===== src/logic/etrt_pkg.sv =====
package etrt_pkg;

    ////////////////////////////////////////////////////////////////////////////
    // widths
    localparam int ADDR_W = 12;
    localparam int DATA_W = 32;
    localparam int REG_W = 8;
    localparam int PSC_W = 4;
    localparam int PRESC_W = 15;
    localparam int WORD_SHIFT = 2;

    ////////////////////////////////////////////////////////////////////////////
    // register indices; byte address is four times the index
    localparam logic [7:0] IDX_COUNT = 8'h01;
    localparam logic [7:0] IDX_INT_ENABLE = 8'h0b;
    localparam logic [7:0] IDX_INT_FLAGS = 8'h0c;
    localparam logic [7:0] IDX_RELOAD = 8'h10;
    localparam logic [7:0] IDX_CONTROL = 8'h11;
    localparam logic [7:0] IDX_MISC = 8'h16;

    ////////////////////////////////////////////////////////////////////////////
    // field positions
    localparam int BIT_OVERFLOW = 4;
    localparam int BIT_HALT = 3;
    localparam int BIT_EDGE_SEL = 5;
    localparam int BIT_CLK_SEL = 4;
    localparam int PSC_LSB = 0;

    ////////////////////////////////////////////////////////////////////////////
    // reset values and counting constants
    localparam logic [REG_W-1:0] RST_REG = 8'h00;
    localparam logic [REG_W-1:0] COUNT_MAX = 8'hff;
    localparam logic [REG_W-1:0] COUNT_STEP = 8'h01;
    localparam logic [PRESC_W-1:0] PRESC_ZERO = 15'h0000;
    localparam logic [PRESC_W-1:0] PRESC_STEP = 15'h0001;
    localparam logic [DATA_W-1:0] RDATA_ZERO = 32'h0000_0000;
    localparam logic [ADDR_W-1:0] ADDR_ZERO = 12'h000;

    ////////////////////////////////////////////////////////////////////////////
    // bus answers
    localparam logic [1:0] RESP_OKAY = 2'h0;
    localparam logic [1:0] RESP_SLVERR = 2'h2;

    typedef enum {
        ETRT_SEL_NONE,
        ETRT_SEL_COUNT,
        ETRT_SEL_INT_ENABLE,
        ETRT_SEL_INT_FLAGS,
        ETRT_SEL_RELOAD,
        ETRT_SEL_CONTROL,
        ETRT_SEL_MISC
    } etrt_reg_sel_type;

    function automatic logic [ADDR_W-1:0] etrt_byte_addr(input logic [7:0] idx);
        etrt_byte_addr = ADDR_W'(idx) << WORD_SHIFT;
    endfunction

    function automatic etrt_reg_sel_type etrt_decode(input logic [ADDR_W-1:0] addr);
        if (addr == etrt_byte_addr(IDX_COUNT)) begin
            etrt_decode = ETRT_SEL_COUNT;
        end else if (addr == etrt_byte_addr(IDX_INT_ENABLE)) begin
            etrt_decode = ETRT_SEL_INT_ENABLE;
        end else if (addr == etrt_byte_addr(IDX_INT_FLAGS)) begin
            etrt_decode = ETRT_SEL_INT_FLAGS;
        end else if (addr == etrt_byte_addr(IDX_RELOAD)) begin
            etrt_decode = ETRT_SEL_RELOAD;
        end else if (addr == etrt_byte_addr(IDX_CONTROL)) begin
            etrt_decode = ETRT_SEL_CONTROL;
        end else if (addr == etrt_byte_addr(IDX_MISC)) begin
            etrt_decode = ETRT_SEL_MISC;
        end else begin
            etrt_decode = ETRT_SEL_NONE;
        end
    endfunction

endpackage


===== src/logic/etrt_sync.sv =====
`timescale 1ns/1ps
`default_nettype none
module etrt_sync (
    // clock and control
    input wire logic aclk,
    input wire logic aresetn,
    input wire logic ce,
    // level in and out
    input wire logic async_in,
    output logic sync_out
);
    import etrt_pkg::*;

    logic stage_one;

    always_ff @(posedge aclk) begin
        if (!aresetn) begin
            stage_one <= 1'b0;
            sync_out <= 1'b0;
        end else if (ce) begin
            stage_one <= async_in;
            sync_out <= stage_one;
        end
    end

endmodule
`default_nettype wire


===== src/logic/etrt_prescaler.sv =====
`timescale 1ns/1ps
`default_nettype none
module etrt_prescaler (
    // clock and control
    input wire logic aclk,
    input wire logic aresetn,
    input wire logic ce,
    // source and setup
    input wire logic src_tick,
    input wire logic clear,
    input wire logic [etrt_pkg::PSC_W-1:0] prescale_select,
    // divided output
    output logic prescaled_tick_pulse
);
    import etrt_pkg::*;

    logic [PRESC_W-1:0] presc_count;
    logic [PRESC_W-1:0] presc_mask;

    // divide by two to the n
    assign presc_mask = ~({PRESC_W{1'b1}} << prescale_select);
    assign prescaled_tick_pulse = src_tick && ((presc_count & presc_mask) == presc_mask);

    always_ff @(posedge aclk) begin
        if (!aresetn) begin
            presc_count <= PRESC_ZERO;
        end else if (ce) begin
            // clear on setup or count write
            if (clear) begin
                presc_count <= PRESC_ZERO;
            end else if (prescaled_tick_pulse) begin
                presc_count <= PRESC_ZERO;
            end else if (src_tick) begin
                presc_count <= presc_count + PRESC_STEP;
            end
        end
    end

endmodule
`default_nettype wire


===== src/logic/etrt_timer.sv =====
// Decided for this implementation: register access over AXI4-Lite.
`timescale 1ns/1ps
`default_nettype none
module etrt_timer (
    // clock, reset, enable
    input wire logic aclk,
    input wire logic aresetn,
    input wire logic ce,
    // write address channel
    input wire logic awvalid,
    output logic awready,
    input wire logic [etrt_pkg::ADDR_W-1:0] awaddr,
    input wire logic [2:0] awprot,
    // write data channel
    input wire logic wvalid,
    output logic wready,
    input wire logic [etrt_pkg::DATA_W-1:0] wdata,
    input wire logic [3:0] wstrb,
    // write response channel
    output logic bvalid,
    input wire logic bready,
    output logic [1:0] bresp,
    // read address channel
    input wire logic arvalid,
    output logic arready,
    input wire logic [etrt_pkg::ADDR_W-1:0] araddr,
    input wire logic [2:0] arprot,
    // read data channel
    output logic rvalid,
    input wire logic rready,
    output logic [etrt_pkg::DATA_W-1:0] rdata,
    output logic [1:0] rresp,
    // pin and cpu request
    input wire logic external_count_input,
    output logic overflow_interrupt_request
);
    import etrt_pkg::*;

    ////////////////////////////////////////////////////////////////////////////
    // registers
    logic [REG_W-1:0] timer_zero_count;
    logic [REG_W-1:0] reload_value;
    logic [BIT_EDGE_SEL:0] timer_control_reg;
    logic overflow_interrupt_enable;
    logic overflow_pending_flag;
    logic counting_halt;

    // bus holding state
    logic aw_full;
    logic w_full;
    logic [ADDR_W-1:0] aw_addr_hold;
    logic [REG_W-1:0] w_data_hold;
    logic w_lane_hold;

    // timing
    logic instr_phase;
    logic pin_sync;
    logic pin_sampled;
    logic src_tick;
    logic prescaled_tick_pulse;
    logic direct_write_pulse;
    logic control_write_pulse;
    logic do_write;
    logic rollover;
    etrt_reg_sel_type wr_sel;

    ////////////////////////////////////////////////////////////////////////////
    // write decode
    assign do_write = aw_full && w_full && !bvalid;
    assign wr_sel = etrt_decode(aw_addr_hold);
    assign direct_write_pulse = do_write && w_lane_hold && (wr_sel == ETRT_SEL_COUNT);
    assign control_write_pulse = do_write && w_lane_hold && (wr_sel == ETRT_SEL_CONTROL);

    ////////////////////////////////////////////////////////////////////////////
    // write channels; address and data may arrive in either order
    always_ff @(posedge aclk) begin
        if (!aresetn) begin
            awready <= 1'b0;
            aw_full <= 1'b0;
            aw_addr_hold <= ADDR_ZERO;
        end else if (ce) begin
            if (awvalid && awready) begin
                awready <= 1'b0;
                aw_full <= 1'b1;
                aw_addr_hold <= awaddr;
            end else if (do_write) begin
                aw_full <= 1'b0;
            end else if (!aw_full && !bvalid) begin
                awready <= 1'b1;
            end
        end
    end

    always_ff @(posedge aclk) begin
        if (!aresetn) begin
            wready <= 1'b0;
            w_full <= 1'b0;
            w_data_hold <= RST_REG;
            w_lane_hold <= 1'b0;
        end else if (ce) begin
            if (wvalid && wready) begin
                wready <= 1'b0;
                w_full <= 1'b1;
                w_data_hold <= wdata[REG_W-1:0];
                w_lane_hold <= wstrb[0];
            end else if (do_write) begin
                w_full <= 1'b0;
            end else if (!w_full && !bvalid) begin
                wready <= 1'b1;
            end
        end
    end

    always_ff @(posedge aclk) begin
        if (!aresetn) begin
            bvalid <= 1'b0;
            bresp <= RESP_OKAY;
        end else if (ce) begin
            if (do_write) begin
                bvalid <= 1'b1;
                bresp <= (wr_sel == ETRT_SEL_NONE) ? RESP_SLVERR : RESP_OKAY;
            end else if (bvalid && bready) begin
                bvalid <= 1'b0;
            end
        end
    end

    ////////////////////////////////////////////////////////////////////////////
    // read channel; reads have no side effects
    function automatic logic [DATA_W-1:0] read_mux(input etrt_reg_sel_type sel);
        logic [REG_W-1:0] value;
        value = RST_REG;
        case (sel)
            ETRT_SEL_COUNT: value = timer_zero_count;
            ETRT_SEL_INT_ENABLE: value[BIT_OVERFLOW] = overflow_interrupt_enable;
            ETRT_SEL_INT_FLAGS: value[BIT_OVERFLOW] = overflow_pending_flag;
            ETRT_SEL_RELOAD: value = reload_value;
            ETRT_SEL_CONTROL: value = REG_W'(timer_control_reg);
            ETRT_SEL_MISC: value[BIT_HALT] = counting_halt;
            default: value = RST_REG;
        endcase
        read_mux = DATA_W'(value);
    endfunction

    always_ff @(posedge aclk) begin
        if (!aresetn) begin
            arready <= 1'b0;
            rvalid <= 1'b0;
            rdata <= RDATA_ZERO;
            rresp <= RESP_OKAY;
        end else if (ce) begin
            if (arvalid && arready) begin
                arready <= 1'b0;
                rvalid <= 1'b1;
                rdata <= read_mux(etrt_decode(araddr));
                rresp <= (etrt_decode(araddr) == ETRT_SEL_NONE) ? RESP_SLVERR : RESP_OKAY;
            end else if (rvalid && rready) begin
                rvalid <= 1'b0;
                arready <= 1'b1;
            end else if (!rvalid) begin
                arready <= 1'b1;
            end
        end
    end

    ////////////////////////////////////////////////////////////////////////////
    // configuration registers
    always_ff @(posedge aclk) begin
        if (!aresetn) begin
            reload_value <= RST_REG;
            timer_control_reg <= RST_REG[BIT_EDGE_SEL:0];
            overflow_interrupt_enable <= 1'b0;
            counting_halt <= 1'b0;
        end else if (ce && do_write && w_lane_hold) begin
            if (wr_sel == ETRT_SEL_RELOAD) begin
                reload_value <= w_data_hold;
            end else if (wr_sel == ETRT_SEL_CONTROL) begin
                timer_control_reg <= w_data_hold[BIT_EDGE_SEL:0];
            end else if (wr_sel == ETRT_SEL_INT_ENABLE) begin
                overflow_interrupt_enable <= w_data_hold[BIT_OVERFLOW];
            end else if (wr_sel == ETRT_SEL_MISC) begin
                counting_halt <= w_data_hold[BIT_HALT];
            end
        end
    end

    ////////////////////////////////////////////////////////////////////////////
    // instruction cycle and pin edge detection
    always_ff @(posedge aclk) begin
        if (!aresetn) begin
            instr_phase <= 1'b0;
        end else if (ce) begin
            instr_phase <= ~instr_phase;
        end
    end

    etrt_sync u_pin_sync (
        .aclk(aclk),
        .aresetn(aresetn),
        .ce(ce),
        .async_in(external_count_input),
        .sync_out(pin_sync)
    );

    always_ff @(posedge aclk) begin
        if (!aresetn) begin
            pin_sampled <= 1'b0;
        end else if (ce && instr_phase) begin
            pin_sampled <= pin_sync;
        end
    end

    always_comb begin
        src_tick = instr_phase;
        if (timer_control_reg[BIT_CLK_SEL]) begin
            if (timer_control_reg[BIT_EDGE_SEL]) begin
                src_tick = instr_phase && pin_sampled && !pin_sync;
            end else begin
                src_tick = instr_phase && !pin_sampled && pin_sync;
            end
        end
    end

    etrt_prescaler u_prescaler (
        .aclk(aclk),
        .aresetn(aresetn),
        .ce(ce),
        .src_tick(src_tick),
        .clear(control_write_pulse || direct_write_pulse),
        .prescale_select(timer_control_reg[PSC_LSB +: PSC_W]),
        .prescaled_tick_pulse(prescaled_tick_pulse)
    );

    ////////////////////////////////////////////////////////////////////////////
    // counter
    // halted ticks never roll over; software write still loads
    assign rollover = prescaled_tick_pulse && !counting_halt && !direct_write_pulse
        && (timer_zero_count == COUNT_MAX);

    always_ff @(posedge aclk) begin
        if (!aresetn) begin
            timer_zero_count <= RST_REG;
        end else if (ce) begin
            // software load wins over a tick
            if (direct_write_pulse) begin
                timer_zero_count <= w_data_hold;
            end else if (rollover) begin
                timer_zero_count <= reload_value;
            end else if (prescaled_tick_pulse && !counting_halt) begin
                // one step per tick unless halted
                timer_zero_count <= timer_zero_count + COUNT_STEP;
            end
        end
    end

    ////////////////////////////////////////////////////////////////////////////
    // overflow flag and request
    always_ff @(posedge aclk) begin
        if (!aresetn) begin
            overflow_pending_flag <= 1'b0;
        end else if (ce) begin
            // set wins over a clear in the same cycle
            if (rollover) begin
                overflow_pending_flag <= 1'b1;
            end else if (do_write && w_lane_hold && (wr_sel == ETRT_SEL_INT_FLAGS)
                && !w_data_hold[BIT_OVERFLOW]) begin
                overflow_pending_flag <= 1'b0;
            end
        end
    end

    always_ff @(posedge aclk) begin
        if (!aresetn) begin
            overflow_interrupt_request <= 1'b0;
        end else if (ce) begin
            overflow_interrupt_request <= overflow_pending_flag && overflow_interrupt_enable;
        end
    end

endmodule
`default_nettype wire


===== config.mk =====
export PLATFORM = sky130hd
export DESIGN_NAME = etrt_timer
export DESIGN_NICKNAME = d
export VERILOG_FILES = /design/src/logic/etrt_pkg.sv /design/src/logic/etrt_sync.sv /design/src/logic/etrt_prescaler.sv /design/src/logic/etrt_timer.sv
export SDC_FILE = /design/constraint.sdc
export NUM_CORES = 1
export LEC_CHECK = 0
export BUFFER_PORTS_ARGS = -buffer_cell sky130_fd_sc_hd__buf_2
export CORE_MARGIN = 8
export CORE_UTILIZATION = 33
export CTS_CLUSTER_SIZE = 10
export DETAILED_ROUTE_END_ITERATION = 16
export PLACE_DENSITY = 0.55
export REMOVE_ABC_BUFFERS = 1
export SYNTH_ARGS = -nofsm -noshare
export SYNTH_HDL_FRONTEND = slang
export SYNTH_SLANG_ARGS = --single-unit

===== constraint.sdc =====
create_clock -name aclk -period 2.8 [get_ports aclk]
set_input_delay 0.14 -clock aclk [delete_from_list [all_inputs] [get_ports aclk]]
set_output_delay 0.14 -clock aclk [all_outputs]
set_load 0.01 [all_outputs]

### Word level (Yosys, flattened, before mapping)

Index checks and enable logic that the tools add are counted.

* add/sub/neg operators: 2
* equality and inequality tests: 29
* shifts and indexed selects: 1
* muxes and demuxes: 47
* bitwise operators: 6
* reduce and logical (&&, ||, !) cells: 64

Operator list (count)
* 32-bit 2-to-1 mux: 6
* 32-bit by 3-bit == test with 1-bit output (second input constant): 5
* 32-bit by 2-bit == test with 1-bit output (second input constant): 3
* 32-bit by 4-bit == test with 1-bit output (second input constant): 3
* 12-bit by 7-bit == test with 1-bit output (second input constant): 6
* 32-bit logical NOT: 2
* 12-bit by 6-bit == test with 1-bit output (second input constant): 4
* 15-bit 2-to-1 mux: 3
* 32-bit by 1-bit == test with 1-bit output (second input constant): 1
* 3-bit 2-to-1 mux: 9
* 1-bit logical AND: 26
* 2-bit AND reduction: 13
* 12-bit by 3-bit == test with 1-bit output (second input constant): 2
* 8-bit 2-to-1 mux: 3
* 1-bit 2-to-1 mux: 20
* 3-bit one-hot mux with 3 select lines: 2
* 15-bit by 1-bit adder with 15-bit output (second input constant): 1
* 15-bit AND: 1
* 15-bit == test: 1
* 15-bit inverter: 1
* 15-bit by 4-bit << shifter with 15-bit output (first input constant): 1
* 2-bit nonzero test: 7
* 3-bit AND reduction: 3
* 8-bit by 1-bit adder with 8-bit output (second input constant): 1
* other kinds (12): 25

* register bits after elaboration: 85
* input port bits: 75
* output and inout port bits: 42
* word-level logic and storage cells: 174

### Longest topological paths before layout

Gate-level depths: netlist of run 1.

* depth after elaboration: 14
* depth in mapped cells: 8
* mapped depth without buffers: 7

### Modules after synthesis

A second synthesis of run 1 with hierarchy kept.

* cell total of the unflattened synthesis: 582
* area total of the unflattened synthesis: 4700.8 um2

Modules (own cells, without submodules)
* etrt_timer: times used 1, cells an instance 444, area an instance 3588.4 um2, seq. area each 1321.3 um2
* etrt_prescaler: times used 1, cells an instance 132, area an instance 1039.7 um2, seq. area each 300.3 um2
* etrt_sync: times used 1, cells an instance 6, area an instance 72.6 um2, seq. area each 40.0 um2

### Worst setup path before layout of run 1

No wires, ideal clock.

* path kind: reg-to-reg
* start: reg timer_zero_count[0]
* end: reg timer_zero_count[0]
* library setup time: 117 ps
* arrival: 2099 ps
* required time: 2683 ps
* slack: 583 ps
* stages on the path, launching flop included: 9
* buffers on the path: 1
* clock period less this slack: 2217 ps
* cells stage by stage: dfxtp_1 ha_1 nand3_1 or3b_1 nor4_1 and3_1 buf_4 mux2_1 a32o_1

* cells in the longest elaborated chain, start to end: 4
* elaborated cells on any way between the ends: 8
* those cells by class: 1 x add/sub; 1 x eq/ne; 3 x mux; 3 x reduce/logical

Ends and longest elaborated chain
* from (decl): RTL line etrt_timer.sv:41 `logic [REG_W-1:0] timer_zero_count;`
* from (signal assigned): RTL line etrt_timer.sv:246 `timer_zero_count <= w_data_hold;`
* from (signal assigned): RTL line etrt_timer.sv:248 `timer_zero_count <= reload_value;`
* from (signal assigned): RTL line etrt_timer.sv:251 `timer_zero_count <= timer_zero_count + COUNT_STEP;`
* 8-bit by 1-bit adder with 8-bit output / 8-bit == test (equally long branches): RTL line etrt_timer.sv:251, etrt_timer.sv:238
* 8-bit 2-to-1 mux / 1-bit logical AND (equally long branches): RTL line etrt_timer.sv:249, etrt_timer.sv:238
* 8-bit 2-to-1 mux / 3-bit nonzero test (equally long branches)
* 8-bit 2-to-1 mux / 2-bit AND reduction (equally long branches)

Parallel ways exist; a longest one is shown, timed or not. The select of a mux whose other input is x is not followed.
A chain may end at the register's enable or synchronous reset.

### Final worst setup path of run 1

* start: reg timer_zero_count[0]
* end: reg timer_zero_count[3]

The elaborated chain is that of the path after synthesis.

==> out/results.ini, run 1 <==
[status]
status=finished, final reports clean

[setup_path]
r2r_slack_ns=0.32
start_kind=flip-flop
r2r_cells=8
setup.worst_path.end_class=flip-flop
path_max_fanout=7
critPathRequiredTime_ns=3.08
regToRegStartpoint=timer_zero_count[0]$_SDFFE_PN0P_
r2r_end=timer_zero_count[3]$_SDFFE_PN0P_
worstPathArrival_ns=2.75
worstSetupPathType=flip-flop to flip-flop

[min_path]
hp-class=input pin to flip-flop
whs_endpoint=aw_addr_hold[1]$_SDFFE_PN0P_
min-delay-start=awaddr[1]
hold_depth=3

[timing]
fin_crit_sh_pct=88.4
slew_viol_final=0
setup-tns-final_ns=0
finalCriticalPeriod_ns=2.48
tightest_slew_ns=0.672
rsz0062_at_grt=no
slew_headroom_pct=55.2
finalClockSkew_ns=0.00808
setup_viol=0
fmax_mhz=404
hold_viol=0

[floorplanning]
core_um2=13800
floorplan.rows=43
start_util_pct=33.4
num_io_pins=117
dieWidth_um=134
dieArea_um2=18000
chipHeight_um=134

[clocking]
cts_buffers=9
clock-root-buffer=clkbuf_16
cts_setup_buffers=0
cts_tree=yes
ctsResizeCount=0
holdBufCountCts=0
clk_latency_ns=0.34
h-tree-depth=3
clk_path_buf_depth=2
path_clk_slew_ns=0.06
cts_sinks=83

[final_layout]
nFillCells=1454
antenna_cells=0
drive_gt1_share_pct=14.1
top_register=u_prescaler.presc_count
syn_to_final_growth_pct=14.5
nNetsFinal=688
reg.largest.list=u_prescaler.presc_count x15, aw_addr_hold x12
multiInputGateArea_um2=2720
regArea_um2=1660
finalNonFillerCells=795
largest_reg_flops=15

[synth]
syn_area_per_cell_um2=8.22
async_flop_share_pct=0
synth_common_cells=dfxtp_1 (83), nand2_1 (79), nor2_1 (39)
syn_inst=560
yosysTopAreaCell=dfxtp_1
synth-edff-count=0
ys_ff_latch=83
yosysSeqAreaShare_pct=36.1
yosys_warnings=0
post-synth-top-count-cell=dfxtp_1
ys.flop_type=dfxtp_1
synth.area.top_cells=dfxtp_1 (36%), nand2_1 (6.4%), mux2i_1 (5.9%)
synth_area_um2=4600
ys_types=63
synth_top_area_share_pct=36.1

[routing]
route.detailed.drc=0
drtAntennaViolNets=0
routed_wl_um=11400
vias_per_cell=5.09
drt_iter0_drc=291
vias=4046
wire_per_inst_um=14.4
drt_pre_antenna_iters=5

[power_and_ir_drop]
combPwrFrac_pct=8.5
p_sw_mw=0.629
p_leak_nw=2.00
vdd_ir_drop_max_mv=0.256
p_clk_share_pct=44.3
powerDensity_nw_per_um2=494
power_frac_seq_pct=47.2
internal-power_mw=1.98
power_switching_share_pct=24.1

[global_routing]
grt_max_degree=39
antenna_found_initial=0
grt_pass1_wl_um=19100
track_usage_pct=13.0
grt-ovfl-total=0
grt_pass1_vias=3846

[job]
maxCapViolCount=0

[placed_design]
place.gp.congestion=0.854
dp_hpwl_um=8550
io_buffer_count=57
dp_cells=780

==> layout by cell type, fill, tap and decap left out, types with 17 or more instances in the layout <==
cell	count
nand2_1	79
mux2i_1	27
a21boi_0	27
conb_1	26
dfxtp_1	83
xor2_1	17
nand3_1	28
nor2_1	39
a21oi_1	23
o21ai_0	17
nor2b_1	27
buf_2	57
==> final cells by class <==
| cell class | instances | area share [%] |
|---|---|---|
| clock buffers | 10 | 4.34 |
| clock inverters | 5 | 1.04 |
| inverters | 3 | 0.214 |
| multi-input cells | 447 | 51.5 |
| flip-flops and latches | 83 | 31.5 |
| well taps | 180 | 4.27 |
| repair buffers | 67 | 7.07 |
==> power by group through the flow <==
stage	combinational [mW]	clock, mW	sequential [mW]
after detailed placement	0.221	0	1.26
after global placement	0.216	0	1.25
after CTS	0.221	1.19	1.23
after global routing	0.246	1.25	1.23
after floorplan	0.119	0	1.25
final	0.221	1.15	1.23
==> worst max-delay path, cell delays in order, from the launching register on <==
cell and delay, ns:
dfxtp_1 0.45, ha_1 0.29, nand3_1 0.09, or3b_1 0.39
nor4_1 0.24, and3_1 0.33, buf_4 0.19, mux2_1 0.31
a21oi_1 0.12
==> metrics by stage <==
stage	power (mW)	utilization (%)	worst slack, ns	area (um2)	hold WS [ns]
finish	2.60	38.3	0.325	5270	0.0474
floorplan	1.37	-	0.536	4390	0.258
global placement	1.47	36.2	0.416	4990	0.390
global route	2.73	38.3	0.144	5270	0.0443
detailed placement	1.48	36.2	0.360	4990	0.400
CTS	2.64	38.3	0.346	5270	0.0327
==> how the worst max path moves through the flow <==
stage / startpoint / end / slack [ns]
3_3_place_gp: timer_zero_count[0]$_SDFFE_PN0P_ / timer_zero_count[5]$_SDFFE_PN0P_ / 0.42
5_1_grt: timer_zero_count[1]$_SDFFE_PN0P_ / timer_zero_count[3]$_SDFFE_PN0P_ / 0.14
2_1_floorplan: timer_zero_count[0]$_SDFFE_PN0P_ / timer_zero_count[0]$_SDFFE_PN0P_ / 0.54
6_report: timer_zero_count[0]$_SDFFE_PN0P_ / timer_zero_count[3]$_SDFFE_PN0P_ / 0.32
3_5_place_dp: timer_zero_count[0]$_SDFFE_PN0P_ / timer_zero_count[5]$_SDFFE_PN0P_ / 0.36
4_1_cts: timer_zero_count[0]$_SDFFE_PN0P_ / timer_zero_count[3]$_SDFFE_PN0P_ / 0.35
==> cell families (layout without fill, tap and decap cells) <==
logic type	after synthesis	count (layout)	synth area share, %
compound gates	108	108	15.9
xor+xnor	21	21	4.00
fa+ha+maj	2	2	0.544
buf+inv	55	85	6.93
flops	83	83	36.1
mux	30	30	6.61
other cells	1	26	0.0815
simple gates	260	260	29.9
==> metal layers <==
| layer | track usage (%) | vias to the layer above | part of all wire, % |
|---|---|---|---|
| met2 | 19.7 | 110 | 42 |
| met5 | 0 | - | 0 |
| met3 | 3.44 | 14 | 6.5 |
| met4 | 5.24 | 0 | 1.7 |
| li1 | - | 2039 | - |
| met1 | 17.1 | 1883 | 49 |
No activity file was read; power rests on OpenSTA's default activity.
==> inputs of run 2 (changes only) <==
- CELL_PAD_IN_SITES_DETAIL_PLACEMENT: unset -> 1
- CELL_PAD_IN_SITES_GLOBAL_PLACEMENT: unset -> 2
- CORE_UTILIZATION: 33 -> 31
- PLACE_DENSITY: 0.55 -> 0.82
==> out/results.ini, run 2 (synthesis gave the netlist of run 1 again) <==
[clocking]
cts_tree=yes  ; unchanged
cts_buffers=9  ; unchanged
cts_sinks=83  ; unchanged
h-tree-depth=3  ; unchanged
path_clk_slew_ns=0.07  ; was 0.06 ns
holdBufCountCts=0  ; unchanged
clk_latency_ns=0.35  ; was 0.34 ns
clock-root-buffer=clkbuf_16  ; unchanged
cts_setup_buffers=0  ; unchanged
clk_path_buf_depth=2  ; unchanged
ctsResizeCount=0  ; unchanged

[routing]
drt_pre_antenna_iters=4  ; was 5
vias=4097  ; was 4046
drt_iter0_drc=118  ; was 291
route.detailed.drc=0  ; unchanged
drtAntennaViolNets=0  ; unchanged
vias_per_cell=5.11  ; was 5.09
routed_wl_um=13000  ; was 11400 um
wire_per_inst_um=16.2  ; was 14.4 um

[global_routing]
track_usage_pct=14.0  ; was 13.0%
grt_pass1_wl_um=21300  ; was 19100 um
grt_max_degree=31  ; was 39
grt_pass1_vias=4274  ; was 3846
antenna_found_initial=0  ; unchanged
grt-ovfl-total=0  ; unchanged

[setup_path]
r2r_slack_ns=0.22  ; was 0.32 ns
crit_chain=ha_1, nand3_1, or3b_1, nor4_1, and3_1, buf_4, mux2_1, a21oi_1  ; unchanged
slowest_delay_ns=0.46  ; was 0.45 ns
worstPathArrival_ns=2.86  ; was 2.75 ns
path_max_fanout=7  ; unchanged
start_kind=flip-flop  ; unchanged
setup.worst_path.end_class=flip-flop  ; unchanged
critPathRequiredTime_ns=3.08  ; about the same
r2r_cells=8  ; unchanged
crit_path_top_delay_cell=dfxtp_1  ; unchanged
regToRegStartpoint=timer_zero_count[0]$_SDFFE_PN0P_  ; unchanged
r2r_end=timer_zero_count[3]$_SDFFE_PN0P_  ; unchanged
worstSetupPathType=flip-flop to flip-flop  ; unchanged

[timing]
fmax_mhz=387  ; was 404 MHz
tightest_slew_ns=0.675  ; was 0.672 ns
whs_ns=0.0444  ; was 0.0474 ns
hold_viol=0  ; unchanged
finalClockSkew_ns=0.00588  ; was 0.00808 ns
rsz0062_at_grt=no  ; unchanged
slew_headroom_pct=54.3  ; was 55.2%
fin_crit_sh_pct=92.2  ; was 88.4%
slew_viol_final=0  ; unchanged
setup-tns-final_ns=0  ; unchanged
setup_viol=0  ; unchanged
finalCriticalPeriod_ns=2.58  ; was 2.48 ns

[final_layout]
postLayoutCoreUtil_pct=36.4  ; was 38.3%
drive_gt1_share_pct=14.6  ; was 14.1%
layout_common_cells=dfxtp_1 (83), nand2_1 (79), buf_2 (57)  ; unchanged
largest_reg_flops=15  ; unchanged
fin_area_um2=5290  ; was 5270 um2
reg.largest.list=u_prescaler.presc_count x15, aw_addr_hold x12  ; unchanged
nFillCells=1766  ; was 1454
syn_to_final_growth_pct=14.9  ; was 14.5%
nNetsFinal=689  ; was 688
antenna_cells=0  ; unchanged
top_register=u_prescaler.presc_count  ; unchanged
final_common_cell=dfxtp_1  ; unchanged

[min_path]
min-delay-start=awaddr[0]  ; was awaddr[1]
whs_endpoint=aw_addr_hold[0]$_SDFFE_PN0P_  ; was aw_addr_hold[1]$_SDFFE_PN0P_
hold_depth=3  ; unchanged
hp-class=input pin to flip-flop  ; unchanged

[power_and_ir_drop]
p_leak_nw=2.01  ; was 2.00 nW
total_power_mw=2.66  ; was 2.60 mW
vdd_ir_drop_max_mv=0.285  ; was 0.256 mV
powerDensity_nw_per_um2=504  ; was 494 nW/um2

[floorplanning]
floorplan.rows=44  ; was 43
dieArea_um2=19000  ; was 18000 um2
core_um2=14500  ; was 13800 um2
start_util_pct=31.7  ; was 33.4%
num_io_pins=117  ; unchanged
chipHeight_um=138  ; was 134 um
dieWidth_um=138  ; was 134 um

[placed_design]
place_area_um2=4990  ; unchanged
io_buffer_count=57  ; unchanged
dp_hpwl_um=9760  ; was 8550 um
place.gp.congestion=0.833  ; was 0.854

[status]
status=finished, final reports clean  ; unchanged

[job]
maxCapViolCount=0  ; unchanged

==> run 2: where the power goes <==
group	switching [mW]	internal [mW]	leakage [nW]	total (mW)
clock	0.512	0.697	0.142	1.21
combinational	0.137	0.0884	1.20	0.225
sequential	0.0267	1.20	0.671	1.23
==> run 2: how the worst max path moves through the flow <==
| stage | startpoint | end |
|---|---|---|
| 6_report | timer_zero_count[0]$_SDFFE_PN0P_ | timer_zero_count[3]$_SDFFE_PN0P_ |
| 5_1_grt | timer_zero_count[0]$_SDFFE_PN0P_ | timer_zero_count[5]$_SDFFE_PN0P_ |
| 4_1_cts | timer_zero_count[0]$_SDFFE_PN0P_ | timer_zero_count[3]$_SDFFE_PN0P_ |
| 3_5_place_dp | timer_zero_count[0]$_SDFFE_PN0P_ | timer_zero_count[3]$_SDFFE_PN0P_ |
| 3_3_place_gp | timer_zero_count[0]$_SDFFE_PN0P_ | timer_zero_count[5]$_SDFFE_PN0P_ |
| 2_1_floorplan | timer_zero_count[0]$_SDFFE_PN0P_ | timer_zero_count[0]$_SDFFE_PN0P_ |
==> run 2: final cells by class <==
cell class / count / area, um2 / share of cell area, %
multi-input combinational: 447 / 2720 / 51.4
sequential: 83 / 1660 / 31.4
timing repair buffer: 68 / 368 / 6.96
tap: 184 / 230 / 4.35
clock buffer: 9 / 225 / 4.26
clock inverter: 7 / 76.3 / 1.44
inverter: 3 / 11.3 / 0.213
==> run 2: worst max-delay path: cells and delay by family (launching register included) <==
kind                     cells  cell delay [ns]
AO/OA/AOI/OAI                1             0.14
adder cells (fa/ha/maj)      1             0.29
buffers and inverters        1             0.20
flip-flops                   1             0.46
multiplexers                 1             0.32
AND/OR/NAND/NOR              4             1.10
==> run 2: metal layers <==
layer	GRT usage (%)	share of wire (%)
met4	5.73	1.6
met5	0	0
met1	18.3	49
met3	2.36	4.4
met2	22.4	45
==> run 2: through the flow <==
step / setup slack (ns) / std cells
final: 0.219 / 801
after global routing: 0.0744 / 801
after CTS: 0.238 / 801
after detailed placement: 0.263 / 785
after global placement: 0.386 / 785
after floorplan: 0.536 / 533
==> inputs of run 3 (changes only) <==
- RECOVER_POWER: unset -> 50
==> out/results.ini, run 3 (synthesis gave the netlist of run 1 again) <==
[floorplanning]
dieWidth_um=138  ; unchanged
start_util_pct=31.7  ; unchanged
dieArea_um2=19000  ; unchanged
floorplan.rows=44  ; unchanged
core_um2=14500  ; unchanged
chipHeight_um=138  ; unchanged
num_io_pins=117  ; unchanged

[min_path]
hp-class=input pin to flip-flop  ; unchanged

[setup_path]
crit_path_top_delay_cell=dfxtp_1  ; unchanged
path_max_fanout=7  ; unchanged
worstSetupPathType=flip-flop to flip-flop  ; unchanged
r2r_end=timer_zero_count[3]$_SDFFE_PN0P_  ; unchanged
setup.worst_path.end_class=flip-flop  ; unchanged
start_kind=flip-flop  ; unchanged
regToRegStartpoint=timer_zero_count[0]$_SDFFE_PN0P_  ; unchanged
critPathRequiredTime_ns=3.08  ; about the same
worstSetupStartpoint=timer_zero_count[0]$_SDFFE_PN0P_  ; unchanged
worstSetupPathDepth=8  ; unchanged
path_delay_family=simple AND/OR/NAND/NOR gates  ; unchanged
crit_chain=ha_1, nand3_1, or3b_1, nor4_1, and3_1, buf_4, mux2_1, a21oi_1  ; unchanged
r2r_cells=8  ; unchanged
slowest_delay_ns=0.46  ; about the same
path_buf_inv=1  ; unchanged
worstSetupEndpoint=timer_zero_count[3]$_SDFFE_PN0P_  ; unchanged
worstPathArrival_ns=2.87  ; was 2.86 ns
r2r_slack_ns=0.21  ; was 0.22 ns

[final_layout]
top_register=u_prescaler.presc_count  ; unchanged
layout_common_cells=dfxtp_1 (83), nand2_1 (79), nor2_1 (39), buf_2 (39), nand3_1 (28)  ; was dfxtp_1 (83), nand2_1 (79), buf_2 (57)
syn_to_final_growth_pct=14.2  ; was 14.9%
reg.largest.list=u_prescaler.presc_count x15, aw_addr_hold x12  ; unchanged
finalNonFillerCells=801  ; unchanged
final_common_cell=dfxtp_1  ; unchanged
drive_gt1_share_pct=11.3  ; was 14.6%
antenna_cells=0  ; unchanged
largest_reg_flops=15  ; unchanged
postLayoutCoreUtil_pct=36.2  ; was 36.4%
nNetsFinal=689  ; unchanged

[routing]
routed_wl_um=13000  ; about the same
drtAntennaViolNets=0  ; unchanged
route.detailed.drc=0  ; unchanged
drt_pre_antenna_iters=4  ; unchanged
vias=4113  ; was 4097
wire_per_inst_um=16.3  ; was 16.2 um
drt_iter0_drc=116  ; was 118
vias_per_cell=5.13  ; was 5.11

[clocking]
clock-root-buffer=clkbuf_16  ; unchanged
h-tree-depth=3  ; unchanged
cts_tree=yes  ; unchanged
holdBufCountCts=0  ; unchanged
ctsResizeCount=0  ; unchanged
clk_latency_ns=0.35  ; about the same
path_clk_slew_ns=0.07  ; about the same
cts_buffers=9  ; unchanged
clk_path_buf_depth=2  ; unchanged
cts_sinks=83  ; unchanged
cts_setup_buffers=0  ; unchanged

[timing]
setup_viol=0  ; unchanged
slew_headroom_pct=12.5  ; was 54.3%
slew_viol_final=0  ; unchanged
whs_ns=0.0465  ; was 0.0444 ns
hold_viol=0  ; unchanged
tightest_slew_ns=1.31  ; was 0.675 ns
fin_crit_sh_pct=92.6  ; was 92.2%
fmax_mhz=386  ; was 387 MHz
finalCriticalPeriod_ns=2.59  ; was 2.58 ns
rsz0062_at_grt=no  ; unchanged
finalClockSkew_ns=0.00651  ; was 0.00588 ns
setup-tns-final_ns=0  ; unchanged

[global_routing]
antenna_found_initial=0  ; unchanged
grt-ovfl-total=0  ; unchanged
grt_max_degree=31  ; unchanged
track_usage_pct=14.0  ; unchanged
grt_pass1_wl_um=21300  ; unchanged
grt_pass1_vias=4274  ; unchanged

[placed_design]
dp_cells=785  ; unchanged
io_buffer_count=57  ; unchanged
dp_hpwl_um=9760  ; unchanged
place.gp.congestion=0.833  ; unchanged

[power_and_ir_drop]
powerDensity_nw_per_um2=506  ; was 504 nW/um2
p_leak_nw=1.93  ; was 2.01 nW
vdd_ir_drop_max_mv=0.283  ; was 0.285 mV
total_power_mw=2.66  ; about the same

[status]
status=finished, final reports clean  ; unchanged

[job]
maxCapViolCount=0  ; unchanged

run 3: layout make-up:
class / instances / area [um2]
Inverter: 3 / 11.3
Sequential cell: 83 / 1660
Tap cell: 184 / 230
Timing Repair Buffer: 68 / 338
Multi-Input combinational cell: 447 / 2720
Fill cell: 1768 / 9280
Clock inverter: 7 / 76.3
Clock buffer: 9 / 225
run 3: metrics by stage:
stage	cell area, um2	setup WS, ns
6_report	5260	0.206
5_1_grt	5260	0.0744
4_1_cts	5290	0.238
3_5_place_dp	4990	0.263
3_3_place_gp	4990	0.386
2_1_floorplan	4390	0.536
run 3: worst min-delay path, delay by kind of cell:
kind / cells / cell delay (ns)
AND/OR/NAND/NOR: 1 / 0.04
buffers and inverters: 1 / 0.10
AO/OA/AOI/OAI: 1 / 0.06
run 3: how the worst min path moves through the flow:
stage,startpoint,end,slack (ns),cells after the start
after detailed placement,awaddr[7],aw_addr_hold[7]$_SDFFE_PN0P_,0.41,3
after floorplan,aresetn,overflow_pending_flag$_SDFFE_PN0P_,0.26,1
after CTS,awaddr[0],aw_addr_hold[0]$_SDFFE_PN0P_,0.04,3
after global placement,awaddr[0],aw_addr_hold[0]$_SDFFE_PN0P_,0.39,3
after global routing,awaddr[1],aw_addr_hold[1]$_SDFFE_PN0P_,0.05,3
final,awaddr[0],aw_addr_hold[0]$_SDFFE_PN0P_,0.05,3
run 3: report_power, final:
part | internal, mW | leakage [nW] | switching [mW]
clock | 0.697 | 0.142 | 0.512
sequential | 1.20 | 0.671 | 0.0269
combinational | 0.0858 | 1.12 | 0.137
run 3: routing by layer:
metal	track usage (%)	wire length [um]	vias to the layer above	part of all wire (%)
li1	-	-	2045	-
met4	5.73	174	0	1.3
met2	22.4	5870	88	45
met1	18.3	6260	1970	48
met3	2.36	720	10	5.5
met5	0	0	-	0
